`src/inc/acr_pkg.sv`:
```
// constants, field layouts and carrier types for the channel 3 config bank
// assumes one 125 MHz clock, synchronous active-high reset, apb access
//
// Contract
// - bit 7 of the input setup register picks microphone (0) or line (1) input and resets to 0.
// - bits 6-5 of the input setup register pick differential (0) or single-ended (1) source, 2 and 3 reserved, reset 00b.
// - bit 4 of the input setup register picks ac (0) or dc (1) coupling and resets to 1.
// - bit 3 of the input setup register picks low (0) or high (1) mic swing, resets to 0, and high swing asks software to redo gain and volume.
// - bits 2-1 of the input setup register pick high snr (0) or high cmrr (2), code 1 is forbidden, code 3 reserved, reset 00b.
// - bit 0 of the input setup register enables agc as steered by bit 3 of the agc setup register, meant only for ac coupling, reset 0.
// - bits 7-2 of the gain register give analog gain 0 to 42 dB in 1 dB steps, codes 43 to 63 reserved, reset 0.
// - a digital volume code of zero mutes the channel.
// - digital volume runs in 0.5 dB steps with code 1 at -100 dB, 201 at 0 dB and 255 at 27 dB.
// - the digital volume field is bits 7-0 of its register and resets to 11001001b.
// - the gain register sits at 0x47 and resets to 0x0.
// - the digital volume register sits at 0x48 and resets to 0xc9.
// - the gain trim register sits at 0x49 and resets to 0x80.
// - bits 7-4 of the trim register trim gain in 0.1 dB steps, code 8 is 0 dB, bits 3-0 read-only.

package acr_pkg;

	////////////////////////////////////////////////////////////////////////
	// register indexes; byte address is four times the index
	localparam logic [7:0] ACR_IDX_INPUT_SETUP = 8'h46;
	localparam logic [7:0] ACR_IDX_GAIN = 8'h47;
	localparam logic [7:0] ACR_IDX_VOLUME = 8'h48;
	localparam logic [7:0] ACR_IDX_TRIM = 8'h49;
	localparam logic [7:0] ACR_IDX_STATUS = 8'h50;

	// reset values
	localparam logic [7:0] ACR_RST_INPUT_SETUP = 8'h10;
	localparam logic [7:0] ACR_RST_GAIN = 8'h00;
	localparam logic [7:0] ACR_RST_VOLUME = 8'hc9;
	localparam logic [7:0] ACR_RST_TRIM = 8'h80;

	// writable bit masks; zero bits are read-only and read as zero
	localparam logic [7:0] ACR_WMASK_INPUT_SETUP = 8'hff;
	localparam logic [7:0] ACR_WMASK_GAIN = 8'hfe;
	localparam logic [7:0] ACR_WMASK_VOLUME = 8'hff;
	localparam logic [7:0] ACR_WMASK_TRIM = 8'hf0;

	// field positions in the input setup register
	localparam int ACR_POS_KIND = 7;
	localparam int ACR_POS_SRC_HI = 6;
	localparam int ACR_POS_SRC_LO = 5;
	localparam int ACR_POS_COUPLING = 4;
	localparam int ACR_POS_SWING = 3;
	localparam int ACR_POS_PERF_HI = 2;
	localparam int ACR_POS_PERF_LO = 1;
	localparam int ACR_POS_AGC = 0;
	// field positions in gain and trim registers
	localparam int ACR_POS_GAIN_HI = 7;
	localparam int ACR_POS_GAIN_LO = 2;
	localparam int ACR_POS_TRIM_HI = 7;
	localparam int ACR_POS_TRIM_LO = 4;

	// field codes
	localparam logic [1:0] ACR_SRC_DIFF = 2'h0;
	localparam logic [1:0] ACR_SRC_SINGLE = 2'h1;
	localparam logic [1:0] ACR_PERF_SNR = 2'h0;
	localparam logic [1:0] ACR_PERF_FORBIDDEN = 2'h1;
	localparam logic [1:0] ACR_PERF_CMRR = 2'h2;
	localparam logic [5:0] ACR_GAIN_MAX = 6'h2a;
	localparam logic [7:0] ACR_VOL_MUTE = 8'h00;
	localparam logic [8:0] ACR_VOL_ZERO_DB = 9'h0c9;
	localparam logic [4:0] ACR_TRIM_ZERO_DB = 5'h08;

	// status register bit positions
	localparam int ACR_ST_SRC_RSVD = 0;
	localparam int ACR_ST_PERF_BAD = 1;
	localparam int ACR_ST_GAIN_RSVD = 2;
	localparam int ACR_ST_AGC_ON_DC = 3;
	localparam int ACR_ST_RETUNE = 4;
	localparam int ACR_ST_MUTED = 5;

	// apb request as seen by the slave
	typedef struct packed {
		logic psel;
		logic penable;
		logic pwrite;
		logic [11:0] paddr;
		logic [31:0] pwdata;
	} acr_apb_req_type;

	// apb answer
	typedef struct packed {
		logic pready;
		logic pslverr;
		logic [31:0] prdata;
	} acr_apb_rsp_type;

	// decoded channel settings toward the analog front end
	typedef struct packed {
		logic input_kind_select;
		logic [1:0] input_source_select;
		logic coupling_select;
		logic mic_swing_range;
		logic [1:0] amplifier_perf_mode;
		logic auto_gain_enable;
		logic [5:0] analog_gain_code;
		logic [7:0] digital_volume_code;
		logic [3:0] gain_trim_code;
	} acr_setup_type;

	// byte address of a register index
	function automatic logic [11:0] acr_byte_addr(input logic [7:0] idx);
		return {2'h0, idx, 2'h0};
	endfunction

endpackage

```
`src/core/acr_cfg_reg.sv`:
```
// one 8-bit configuration register with per-bit write mask
// assumes writes arrive as single-cycle enables on clk_in
`timescale 1ns/10ps

module acr_cfg_reg #(
	parameter logic [7:0] RESET_VAL = 8'h00,
	parameter logic [7:0] WMASK = 8'hff
) (
	input wire logic clk_in,
	input wire logic rst_in,
	input wire logic wr_en_in,
	input wire logic [7:0] wdata_in,
	output logic [7:0] value_out
);
	logic [7:0] value_r;
	logic [7:0] value_nxt;

	////////////////////////////////////////////////////////////////////////
	// masked bits keep their reset value, so read-only bits stay at RESET_VAL
	always_comb begin
		value_nxt = value_r;
		if (wr_en_in) begin
			value_nxt = (wdata_in & WMASK) | (RESET_VAL & ~WMASK);
		end
	end

	always_ff @(posedge clk_in) begin
		if (rst_in) begin
			value_r <= RESET_VAL;
		end else begin
			value_r <= value_nxt;
		end
	end

	assign value_out = value_r;

endmodule // acr_cfg_reg

```
`src/core/acr_level_map.sv`:
```
// maps volume and trim codes to signed level steps, registered
// assumes codes come from registers on the same clock
`timescale 1ns/10ps

module acr_level_map (
	input wire logic clk_in,
	input wire logic rst_in,
	input wire logic [7:0] volume_code_in,
	input wire logic [3:0] trim_code_in,
	output logic mute_out,
	output logic [8:0] volume_half_db_out,
	output logic [4:0] trim_tenth_db_out
);
	import acr_pkg::*;

	logic mute_r;
	logic [8:0] volume_half_db_r;
	logic [4:0] trim_tenth_db_r;

	////////////////////////////////////////////////////////////////////////
	// mute overrides the level; level is held at zero while muted
	always_ff @(posedge clk_in) begin
		if (rst_in) begin
			mute_r <= 1'b0;
			volume_half_db_r <= 9'h000;
		end else begin
			mute_r <= (volume_code_in == ACR_VOL_MUTE);
			if (volume_code_in == ACR_VOL_MUTE) begin
				volume_half_db_r <= 9'h000;
			end else begin
				// two's complement, half-dB units, 0 at code 201
				volume_half_db_r <= {1'b0, volume_code_in} - ACR_VOL_ZERO_DB;
			end
		end
	end

	// trim in tenths of a dB, 0 at code 8
	always_ff @(posedge clk_in) begin
		if (rst_in) begin
			trim_tenth_db_r <= 5'h00;
		end else begin
			trim_tenth_db_r <= {1'b0, trim_code_in} - ACR_TRIM_ZERO_DB;
		end
	end

	assign mute_out = mute_r;
	assign volume_half_db_out = volume_half_db_r;
	assign trim_tenth_db_out = trim_tenth_db_r;

endmodule // acr_level_map

```
`src/core/acr_regs.sv`:
```
// channel 3 configuration bank: apb slave, four setup registers,
// status register and registered settings toward the analog channel
// assumes apb master and agc setup bit on clk_in; no pin inputs
//
// Chosen here: the APB slave port.
`timescale 1ns/10ps

module acr_regs (
	input wire logic clk_in,
	input wire logic rst_in,
	input wire acr_pkg::acr_apb_req_type apb_req_in,
	input wire logic agc_setup_mode_in,
	output acr_pkg::acr_apb_rsp_type apb_rsp_out,
	output acr_pkg::acr_setup_type setup_out,
	output logic agc_run_out,
	output logic channel_mute_out,
	output logic [8:0] volume_half_db_out,
	output logic [4:0] trim_tenth_db_out
);
	import acr_pkg::*;

	////////////////////////////////////////////////////////////////////////
	// bus state
	logic pready_r;
	logic pslverr_r;
	logic [31:0] prdata_r;
	logic access_phase;
	logic xfer_done;
	logic wr_strobe;
	logic hit_setup;
	logic hit_gain;
	logic hit_volume;
	logic hit_trim;
	logic hit_status;
	logic hit_any;

	// register contents
	logic [7:0] setup_q;
	logic [7:0] gain_q;
	logic [7:0] volume_q;
	logic [7:0] trim_q;
	logic [7:0] status_q;
	logic [7:0] rd_mux;

	// derived state
	logic retune_r;
	logic retune_nxt;
	logic agc_run_r;
	acr_setup_type setup_r;
	acr_setup_type setup_nxt;
	logic level_mute;
	logic [8:0] level_vol;
	logic [4:0] level_trim;

	////////////////////////////////////////////////////////////////////////
	// address decode; misaligned or unknown addresses hit nothing
	always_comb begin
		hit_setup = (apb_req_in.paddr == acr_byte_addr(ACR_IDX_INPUT_SETUP));
		hit_gain = (apb_req_in.paddr == acr_byte_addr(ACR_IDX_GAIN));
		hit_volume = (apb_req_in.paddr == acr_byte_addr(ACR_IDX_VOLUME));
		hit_trim = (apb_req_in.paddr == acr_byte_addr(ACR_IDX_TRIM));
		hit_status = (apb_req_in.paddr == acr_byte_addr(ACR_IDX_STATUS));
		hit_any = hit_setup | hit_gain | hit_volume | hit_trim | hit_status;
	end

	// one wait state: pready rises in the second access cycle, and the
	// transfer completes at the edge that samples it high
	assign access_phase = apb_req_in.psel & apb_req_in.penable;
	assign xfer_done = access_phase & pready_r;
	assign wr_strobe = xfer_done & apb_req_in.pwrite;

	always_ff @(posedge clk_in) begin
		if (rst_in) begin
			pready_r <= 1'b0;
		end else begin
			pready_r <= access_phase & ~pready_r;
		end
	end

	////////////////////////////////////////////////////////////////////////
	// the four channel registers; read-only bits held by their masks
	acr_cfg_reg #(
		.RESET_VAL(ACR_RST_INPUT_SETUP),
		.WMASK(ACR_WMASK_INPUT_SETUP)
	) u_setup_reg (
		.clk_in(clk_in),
		.rst_in(rst_in),
		.wr_en_in(wr_strobe & hit_setup),
		.wdata_in(apb_req_in.pwdata[7:0]),
		.value_out(setup_q)
	);

	// bit 1 stored as written, bit 0 always zero
	acr_cfg_reg #(
		.RESET_VAL(ACR_RST_GAIN),
		.WMASK(ACR_WMASK_GAIN)
	) u_gain_reg (
		.clk_in(clk_in),
		.rst_in(rst_in),
		.wr_en_in(wr_strobe & hit_gain),
		.wdata_in(apb_req_in.pwdata[7:0]),
		.value_out(gain_q)
	);

	acr_cfg_reg #(
		.RESET_VAL(ACR_RST_VOLUME),
		.WMASK(ACR_WMASK_VOLUME)
	) u_volume_reg (
		.clk_in(clk_in),
		.rst_in(rst_in),
		.wr_en_in(wr_strobe & hit_volume),
		.wdata_in(apb_req_in.pwdata[7:0]),
		.value_out(volume_q)
	);

	// low nibble reserved and read-only
	acr_cfg_reg #(
		.RESET_VAL(ACR_RST_TRIM),
		.WMASK(ACR_WMASK_TRIM)
	) u_trim_reg (
		.clk_in(clk_in),
		.rst_in(rst_in),
		.wr_en_in(wr_strobe & hit_trim),
		.wdata_in(apb_req_in.pwdata[7:0]),
		.value_out(trim_q)
	);

	////////////////////////////////////////////////////////////////////////
	// field split of the stored registers
	always_comb begin
		setup_nxt.input_kind_select = setup_q[ACR_POS_KIND];
		setup_nxt.input_source_select =
			setup_q[ACR_POS_SRC_HI:ACR_POS_SRC_LO];
		setup_nxt.coupling_select = setup_q[ACR_POS_COUPLING];
		setup_nxt.mic_swing_range = setup_q[ACR_POS_SWING];
		setup_nxt.amplifier_perf_mode =
			setup_q[ACR_POS_PERF_HI:ACR_POS_PERF_LO];
		setup_nxt.auto_gain_enable = setup_q[ACR_POS_AGC];
		setup_nxt.analog_gain_code =
			gain_q[ACR_POS_GAIN_HI:ACR_POS_GAIN_LO];
		setup_nxt.digital_volume_code = volume_q;
		setup_nxt.gain_trim_code =
			trim_q[ACR_POS_TRIM_HI:ACR_POS_TRIM_LO];
	end

	// settings toward the channel come from flip-flops; they lag the
	// register contents by one cycle
	always_ff @(posedge clk_in) begin
		if (rst_in) begin
			setup_r <= '0;
		end else begin
			setup_r <= setup_nxt;
		end
	end

	////////////////////////////////////////////////////////////////////////
	// agc runs only when enabled here and qualified by the agc setup bit
	always_ff @(posedge clk_in) begin
		if (rst_in) begin
			agc_run_r <= 1'b0;
		end else begin
			agc_run_r <= setup_nxt.auto_gain_enable & agc_setup_mode_in;
		end
	end

	////////////////////////////////////////////////////////////////////////
	// level steps for the digital path
	acr_level_map u_level_map (
		.clk_in(clk_in),
		.rst_in(rst_in),
		.volume_code_in(volume_q),
		.trim_code_in(setup_nxt.gain_trim_code),
		.mute_out(level_mute),
		.volume_half_db_out(level_vol),
		.trim_tenth_db_out(level_trim)
	);

	////////////////////////////////////////////////////////////////////////
	// retune flag: set when high swing is written, cleared by the next
	// write to gain or volume; a new high-swing write wins over a clear
	always_comb begin
		retune_nxt = retune_r;
		if (wr_strobe & (hit_gain | hit_volume)) begin
			retune_nxt = 1'b0;
		end
		if (wr_strobe & hit_setup & apb_req_in.pwdata[ACR_POS_SWING]) begin
			retune_nxt = 1'b1;
		end
	end

	always_ff @(posedge clk_in) begin
		if (rst_in) begin
			retune_r <= 1'b0;
		end else begin
			retune_r <= retune_nxt;
		end
	end

	// live status; codes the channel cannot honour are flagged, not fixed
	always_comb begin
		status_q = 8'h00;
		status_q[ACR_ST_SRC_RSVD] =
			setup_nxt.input_source_select[1];
		status_q[ACR_ST_PERF_BAD] =
			(setup_nxt.amplifier_perf_mode != ACR_PERF_SNR) &&
			(setup_nxt.amplifier_perf_mode != ACR_PERF_CMRR);
		status_q[ACR_ST_GAIN_RSVD] =
			(setup_nxt.analog_gain_code > ACR_GAIN_MAX);
		status_q[ACR_ST_AGC_ON_DC] = setup_nxt.auto_gain_enable &
			setup_nxt.coupling_select;
		status_q[ACR_ST_RETUNE] = retune_r;
		status_q[ACR_ST_MUTED] = level_mute;
	end

	////////////////////////////////////////////////////////////////////////
	// read data; bits above the 8-bit register read as zero
	always_comb begin
		rd_mux = 8'h00;
		unique case (1'b1)
			hit_setup: begin
				rd_mux = setup_q;
			end
			hit_gain: begin
				rd_mux = gain_q;
			end
			hit_volume: begin
				rd_mux = volume_q;
			end
			hit_trim: begin
				rd_mux = trim_q;
			end
			hit_status: begin
				rd_mux = status_q;
			end
			default: begin
				rd_mux = 8'h00;
			end
		endcase
	end

	// read data and error are loaded as pready rises and held after
	always_ff @(posedge clk_in) begin
		if (rst_in) begin
			prdata_r <= 32'h0000_0000;
			pslverr_r <= 1'b0;
		end else if (access_phase & ~pready_r) begin
			prdata_r <= apb_req_in.pwrite ? 32'h0000_0000 :
				{24'h00_0000, rd_mux};
			pslverr_r <= ~hit_any;
		end
	end

	////////////////////////////////////////////////////////////////////////
	// outputs, all straight from flip-flops
	assign apb_rsp_out.pready = pready_r;
	assign apb_rsp_out.pslverr = pslverr_r;
	assign apb_rsp_out.prdata = prdata_r;
	assign setup_out = setup_r;
	assign agc_run_out = agc_run_r;
	assign channel_mute_out = level_mute;
	assign volume_half_db_out = level_vol;
	assign trim_tenth_db_out = level_trim;

endmodule // acr_regs

```
`config.mk`:
```
export PLATFORM = sky130hd
export DESIGN_NAME = acr_regs
export DESIGN_NICKNAME = d
export VERILOG_FILES = /design/src/inc/acr_pkg.sv /design/src/core/acr_cfg_reg.sv /design/src/core/acr_level_map.sv /design/src/core/acr_regs.sv
export SDC_FILE = /design/constraint.sdc
export NUM_CORES = 1
export LEC_CHECK = 0
export ABC_CLOCK_PERIOD_IN_PS = 1900
export BUFFER_PORTS_ARGS = -buffer_cell sky130_fd_sc_hd__buf_2
export CAP_MARGIN = 20
export CORE_MARGIN = 8
export CORE_UTILIZATION = 43
export DETAILED_ROUTE_END_ITERATION = 12
export GPL_TIMING_DRIVEN = 0
export HOLD_SLACK_MARGIN = 0.12
export PLACE_DENSITY = 0.81
export SLEW_MARGIN = 30
export SYNTH_ARGS = -nofsm -noshare
export SYNTH_HDL_FRONTEND = slang
export SYNTH_SLANG_ARGS = --single-unit
```
`constraint.sdc`:
```
create_clock -name clk_in -period 1.9 [get_ports clk_in]
set_input_delay 0.19 -clock clk_in [delete_from_list [all_inputs] [get_ports clk_in]]
set_output_delay 0.19 -clock clk_in [all_outputs]
set_load 0.005 [all_outputs]
```
==> results of run 1 <==
## cells in the mapped netlist (5+ instances only)
| library cell | n | area share |
|---|---|---|
| nor2b_1 | 29 | 0.058 |
| mux2i_1 | 19 | 0.061 |
| nand3b_1 | 5 | 0.012 |
| nand2_1 | 24 | 0.029 |
| dfxtp_1 | 76 | 0.48 |
| nor2_1 | 35 | 0.042 |
| buf_4 | 30 | 0.072 |
| inv_1 | 6 | 0.0072 |
| a21oi_1 | 8 | 0.013 |
| clkbuf_1 | 12 | 0.014 |
| nor3_1 | 5 | 0.0080 |
| a22oi_1 | 8 | 0.019 |
| a22o_1 | 8 | 0.022 |
## routing by layer
| metal | vias to the layer above | routed length, µm | GRT usage |
|---|---|---|---|
| met5 | - | 0 | 0 |
| met4 | 0 | 164 | 0.0722 |
| met3 | 15 | 755 | 0.0536 |
| met2 | 120 | 4100 | 0.284 |
| met1 | 1251 | 3280 | 0.173 |
| li1 | 1294 | - | - |
## critical path, stage by stage
cell and delay [ns]:
buf_2 0.11, or4b_4 0.52, buf_6 0.17, or4_4 0.55, nor2_8 0.20, mux2i_1 0.22
nor2_1 0.05
## worst paths after layout
check	endpoint	slack, ns	from	cells after the start
max	u_gain_reg.value_out[5]	0.1	apb_req_in[41]	7
min reg2reg	u_level_map.trim_tenth_db_out[3]	0.46	u_trim_reg.value_out[7]	1
max reg2reg	u_trim_reg.value_out[7]	0.18	pready_r	4
min	u_volume_reg.value_out[3]	0.14	apb_req_in[3]	3
## cell type report
cell class | count | area (µm²)
well taps | 99 | 124
multi-input cells | 217 | 1410
plain buffers | 45 | 305
fillers | 636 | 3070
repair buffers | 91 | 513
clock inverters | 4 | 73.8
flip-flops and latches | 76 | 1520
inverters | 6 | 22.5
clock buffers | 11 | 141
## timing repair
action / 4_1_cts / 5_1_grt
pin swaps: 0 / 4
buffers inserted: 0 / 7
resized for setup: 3 / 2
endpoints found under the setup margin: 6 / 23
hold buffers: 8 / 0
endpoints found under the hold margin: 15 / 0
## stage by stage
step	hold WS (ns)	cells	TNS (ns)	power, W	util
finish	0.141	549	0	0.00313	0.573
global route	0.141	549	0	0.00323	0.573
CTS	0.128	543	-0.0244	0.00315	0.564
detailed placement	0.394	520	-9.99	0.00182	0.521
global placement	0.396	520	-8.99	0.00181	0.521
floorplan	0.269	345	-0.261	0.00175	-
## sequential cells by signal, indices dropped and copies added, names as in the netlist, 4 cells and up
register                        flops
u_trim_reg.value_out                4
u_level_map.volume_half_db_out      9
u_volume_reg.value_out              8
setup_out                          26
prdata_r                            8
u_gain_reg.value_out                7
u_setup_reg.value_out               8
## power by group
| group | internal [W] | switching (W) | total (W) |
|---|---|---|---|
| Clock | 0.000769 | 0.000566 | 0.00133 |
| Combinational | 0.0000909 | 0.000106 | 0.000196 |
| Sequential | 0.00160 | 0.00000301 | 0.00160 |
| Total | 0.00246 | 0.000675 | 0.00313 |
## logic make-up after synthesis
| group | after synthesis |
|---|---|
| simple gates | 127 |
| flops | 76 |
| buf+inv | 52 |
| compound gates | 41 |
| mux | 19 |
| xor+xnor | 5 |
| fa+ha+maj | 1 |
| other cells | 1 |
==> summary.txt, run 1 <==
Synthesis
  • Syn Area/Cell: 9.75 µm²
  • Synth Area in Simple Gates: 0.236
  • Mux contribution to synthesized area: 0.0606
  • Synthesis Warnings: 0
  • Yosys reg bits: 76
  • Compound-Gate Fraction of Synth Area: 0.0948
  • Post-Synth XOR/XNOR Area: 0.0139
  • Largest family of logic cells by synthesized area: simple AND/OR/NAND/NOR gates
  • Register area share after synthesis: 0.484
  • Post-Synthesis Cells: 322
  • Synth Area in Adders: 0.00398
  • Yosys cell types: 50
  • Netlist Area Pre-Place: 3140 µm²
  • Post-synth ARST share: 0
  • Main synth FF type: dfxtp_1
  • Number of synthesized flops with an enable pin: 0

Placed design
  • Post-DP HPWL: 6230 µm
  • Post-place instance area: 3740 µm²
  • Pre-CTS WS: -0.404 ns
  • Routability cong.: 0.890
  • I/O Buffers: 76

Die
  • Initial Utilization: 0.438
  • IO Count: 126
  • Die Wd: 101 µm
  • Die area: 10300 µm²
  • Core box area: 7180 µm²
  • Die height: 101 µm
  • # rows: 31

Finish
  • Fin area: 4110 µm²
  • Layout cells sized above 1: 0.324
  • Final net count: 497
  • Commonest non-fill, non-tap cells in the layout: 76 x dfxtp_1, 76 x buf_2, 37 x buf_4
  • Area Growth Syn to Fin: 30.8%
  • # diodes: 0

Worst setup path
  • Critical Path Fanout Max: 8
  • CP endpoint kind: flop
  • Worst Setup Start Kind: input port
  • Data required, critical path: 2.13 ns
  • Worst EP arrival: 2.03 ns
  • Worst Setup Path Type: input port to flop

GRT
  • Total grt overflow: 0
  • Initial antenna violation count: 0
  • First-pass GRT wire length: 12700 µm
  • Largest net degree at the start of global routing: 13
  • Vias in the first global route: 2568
  • Total GRT Usage: 0.162

Clocking
  • CTS tree: built
  • Num CTS Buffers: 9
  • CTS Root Cell: clkbuf_8
  • # H-tree levels: 3
  • # clock sinks: 76
  • Worst skew pair latency: 0.35 ns
  • Clock Tree Buf Depth: 2
  • Clock-pin slew on the worst setup and hold paths: 0.08 ns

Outcome
  • Status: finished clean

Detailed routing
  • Final wirelength: 8300 µm
  • DR pass1 iterations: 6
  • Wirelength per Cell: 15.1 µm
  • Via count: 2680
  • Drt drc: 0
  • ANT nets after route: 0
  • Iter 0 DRT Violations: 173
  • Vias/cell: 4.88

Timing
  • Maximum clock frequency: 555 MHz
  • Final period util: 0.948
  • Skew final: 0.00767 ns
  • Hold Fails Final Rpt: 0
  • # setup viols final: 0
  • Worst Tran Pin Value: 0.767 ns
  • Relative slew slack: 0.482
  • Min Tclk post-route: 1.80 ns
  • RSZ-0062 raised after global routing: no
  • Final worst slack: 0.0992 ns
  • Max-slew violations: 0

Power and ir drop
  • LEAKAGE: 1.88 nW
  • Pwr Density: 763 nW/µm²
  • Max VDD drop: 0.293 mV

Job
  • Max Cap Viol: 0

Worst hold path
  • Hold Crit Class: input port to flop
Power figures use the tool's default switching activity.
==> run 2, diff against run 1 <==
- MAX_ROUTING_LAYER: not set -> met4
==> run 2 against run 1 <==
  * First-iteration DRC count grew 5.8%
  * Fmax is 0.32% lower
  * Register-to-register slack worse by 0.03 ns
  * Via count fell by 1.6%
  * Setup slack lost 0.0058 ns
  * Design area is 1.0% lower
  * Sequential share of layout area is 0.39 points higher
  * Global-route usage grew 0.42 points
  * Power decreased by 7.9%
==> summary.txt, run 2 (same netlist as run 1, synthesis figures left out) <==
Outcome
  • Status: finished clean

GRT
  • Largest net degree at the start of global routing: 14 (+1)
  • Total grt overflow: 0 (unchanged)
  • Initial antenna violation count: 0 (unchanged)
  • Total GRT Usage: 0.166 (+0.00416)
  • Vias in the first global route: 2677 (+4.2%)
  • First-pass GRT wire length: 13000 µm (+1.8%)

Worst setup path
  • Crit. Startpoint: apb_req_in[41]
  • Worst Setup Start Kind: input port
  • Bufs and invs on worst path: 2 (unchanged)
  • Critical Path Fanout Max: 8 (unchanged)
  • CP endpoint kind: flop
  • Worst Setup Path Type: input port to flop
  • Reg2Reg Launch Point: pready_r
  • Slowest CP cell: or4_4
  • Crit path max-delay family: simple AND/OR/NAND/NOR gates
  • Worst path cell trace: buf_2 > or4b_4 > buf_6 > or4_4 > nor2_8 > mux2i_1 > nor2_1
  • Data required, critical path: 2.12 ns (about the same)
  • Worst EP arrival: 2.03 ns (about the same)
  • Largest stage delay on the critical path: 0.56 ns (about the same)

Die
  • Die height: 101 µm (unchanged)
  • Die area: 10300 µm² (unchanged)
  • Initial Utilization: 0.438 (unchanged)
  • # rows: 31 (unchanged)
  • IO Count: 126 (unchanged)
  • Die Wd: 101 µm (unchanged)
  • Core box area: 7180 µm² (unchanged)

Detailed routing
  • Vias/cell: 4.78 (-2.0%)
  • Final wirelength: 8140 µm (-2.0%)
  • Iter 0 DRT Violations: 183 (+5.8%)
  • Via count: 2636 (-1.6%)
  • ANT nets after route: 0 (unchanged)
  • DR pass1 iterations: 5 (-1)
  • Wirelength per Cell: 14.8 µm (-2.3%)
  • Drt drc: 0 (unchanged)

Finish
  • Fillers: 645 (+1.4%)
  • Number of flip-flops in the largest register: 26 (unchanged)
  • Final net count: 498 (+0.20%)
  • Post-route insts no fill: 551 (+0.36%)
  • Layout cells sized above 1: 0.327 (+0.00299)
  • Area Growth Syn to Fin: 29.5%
  • # diodes: 0 (unchanged)
  • Commonest non-fill, non-tap cells in the layout: 76 x dfxtp_1, 76 x buf_2, 38 x buf_4

Placed design
  • Post-DP HPWL: 6200 µm (-0.43%)
  • Cell total after placement: 520 (unchanged)
  • Routability cong.: 0.913 (+2.5%)
  • Pre-CTS WS: -0.439 ns (-0.0353 ns)
  • I/O Buffers: 76 (unchanged)

Power and ir drop
  • Pwr Density: 710 nW/µm² (-6.9%)
  • Power Total: 0.00289 W (-7.9%)
  • LEAKAGE: 1.86 nW (-1.1%)
  • Max VDD drop: 0.344 mV (+18%)

Timing
  • Final worst slack: 0.0934 ns (-0.00576 ns)
  • Worst Tran Pin Value: 0.753 ns (-0.0139 ns)
  • Maximum clock frequency: 554 MHz (-0.32%)
  • Hold Fails Final Rpt: 0 (unchanged)
  • Setup total negative slack: 0 ns (unchanged)
  • Relative slew slack: 0.491 (+0.00938)
  • Max-slew violations: 0 (unchanged)
  • # setup viols final: 0 (unchanged)
  • Skew final: 0.00897 ns (+0.00130 ns)
  • Min Tclk post-route: 1.81 ns (+0.00576 ns)
  • Final period util: 0.951 (+0.00303)

Worst hold path
  • Worst Hold Launch: apb_req_in[5]
  • Hold Crit Class: input port to flop

Clocking
  • Worst skew pair latency: 0.35 ns (about the same)
  • # H-tree levels: 3 (unchanged)
  • Num CTS Buffers: 9 (unchanged)
  • Clock-pin slew on the worst setup and hold paths: 0.08 ns (about the same)
  • # clock sinks: 76 (unchanged)
  • CTS tree: built
  • CTS Root Cell: clkbuf_8
  • Clock Tree Buf Depth: 2 (unchanged)

Job
  • Max Cap Viol: 0 (unchanged)
## run 2: changes by cell type in the layout (fill, tap and decap cells not counted)
cell           previous run  this run
or3_4                     1         0
or3_1                     0         1
buf_4                    37        38
bufinv_16                 2         0
clkinv_2                  1         3
clkinvlp_4                0         2
inv_6                     0         1
dlygate4sd3_1             8         7
clkinv_4                  1         0
## run 2: final timing paths
check / depth (start not counted) / slack (ns) / end
hold / removal: 3 / 0.13 / u_volume_reg.value_out[5]
setup reg to reg: 5 / 0.15 / u_trim_reg.value_out[7]
setup / recovery: 7 / 0.09 / u_gain_reg.value_out[3]
hold reg to reg: 1 / 0.47 / u_level_map.trim_tenth_db_out[3]
## run 2: routing by layer
| metal | up-vias | part of all wire | track usage | wire, µm |
|---|---|---|---|---|
| met5 | - | 0 | - | 0 |
| met4 | 0 | 0.027 | 0.0756 | 222 |
| met3 | 16 | 0.080 | 0.0392 | 651 |
| met2 | 106 | 0.47 | 0.272 | 3850 |
| met1 | 1211 | 0.42 | 0.189 | 3420 |
| li1 | 1303 | - | - | - |
## run 2: cell type report
cell class / instances / area [µm²] / area share
sequential: 76 / 1520 / 0.374
multi-input combinational: 217 / 1400 / 0.345
clock inverter: 6 / 38.8 / 0.00954
inverter: 6 / 22.5 / 0.00554
timing repair buffer: 91 / 510 / 0.126
buffer: 46 / 309 / 0.0760
tap: 99 / 124 / 0.0305
clock buffer: 10 / 138 / 0.0338
## run 2: worst reg2reg max path, cell delays in order (launching register included)
cell	delay [ns]
dfxtp_1	0.37
nand4_1	0.37
nor4_4	0.42
buf_4	0.20
nor2b_1	0.05
a211o_1	0.25
## run 2: power by group
group / leakage, nW / switching (W) / internal [W]
clock network: 0.0885 / 0.000585 / 0.000506
registers: 0.615 / 0.00000309 / 0.00160
logic: 1.16 / 0.000104 / 0.0000889
total: 1.86 / 0.000692 / 0.00220
## run 2: stage by stage
step / cell area (µm²) / utilization / hold slack [ns]
floorplan: 3230 / - / 0.269
global placement: 3740 / 0.521 / 0.396
detailed placement: 3740 / 0.521 / 0.394
CTS: 4000 / 0.557 / 0.126
global route: 4070 / 0.567 / 0.130
finish: 4070 / 0.567 / 0.134
## run 2: timing repair
item	4_1_cts	5_1_grt
pin swaps	0	3
endpoints found under the setup margin	5	21
buffers inserted	0	8
resized for setup	2	2
endpoints found under the hold margin	9	0
hold buffers	7	0
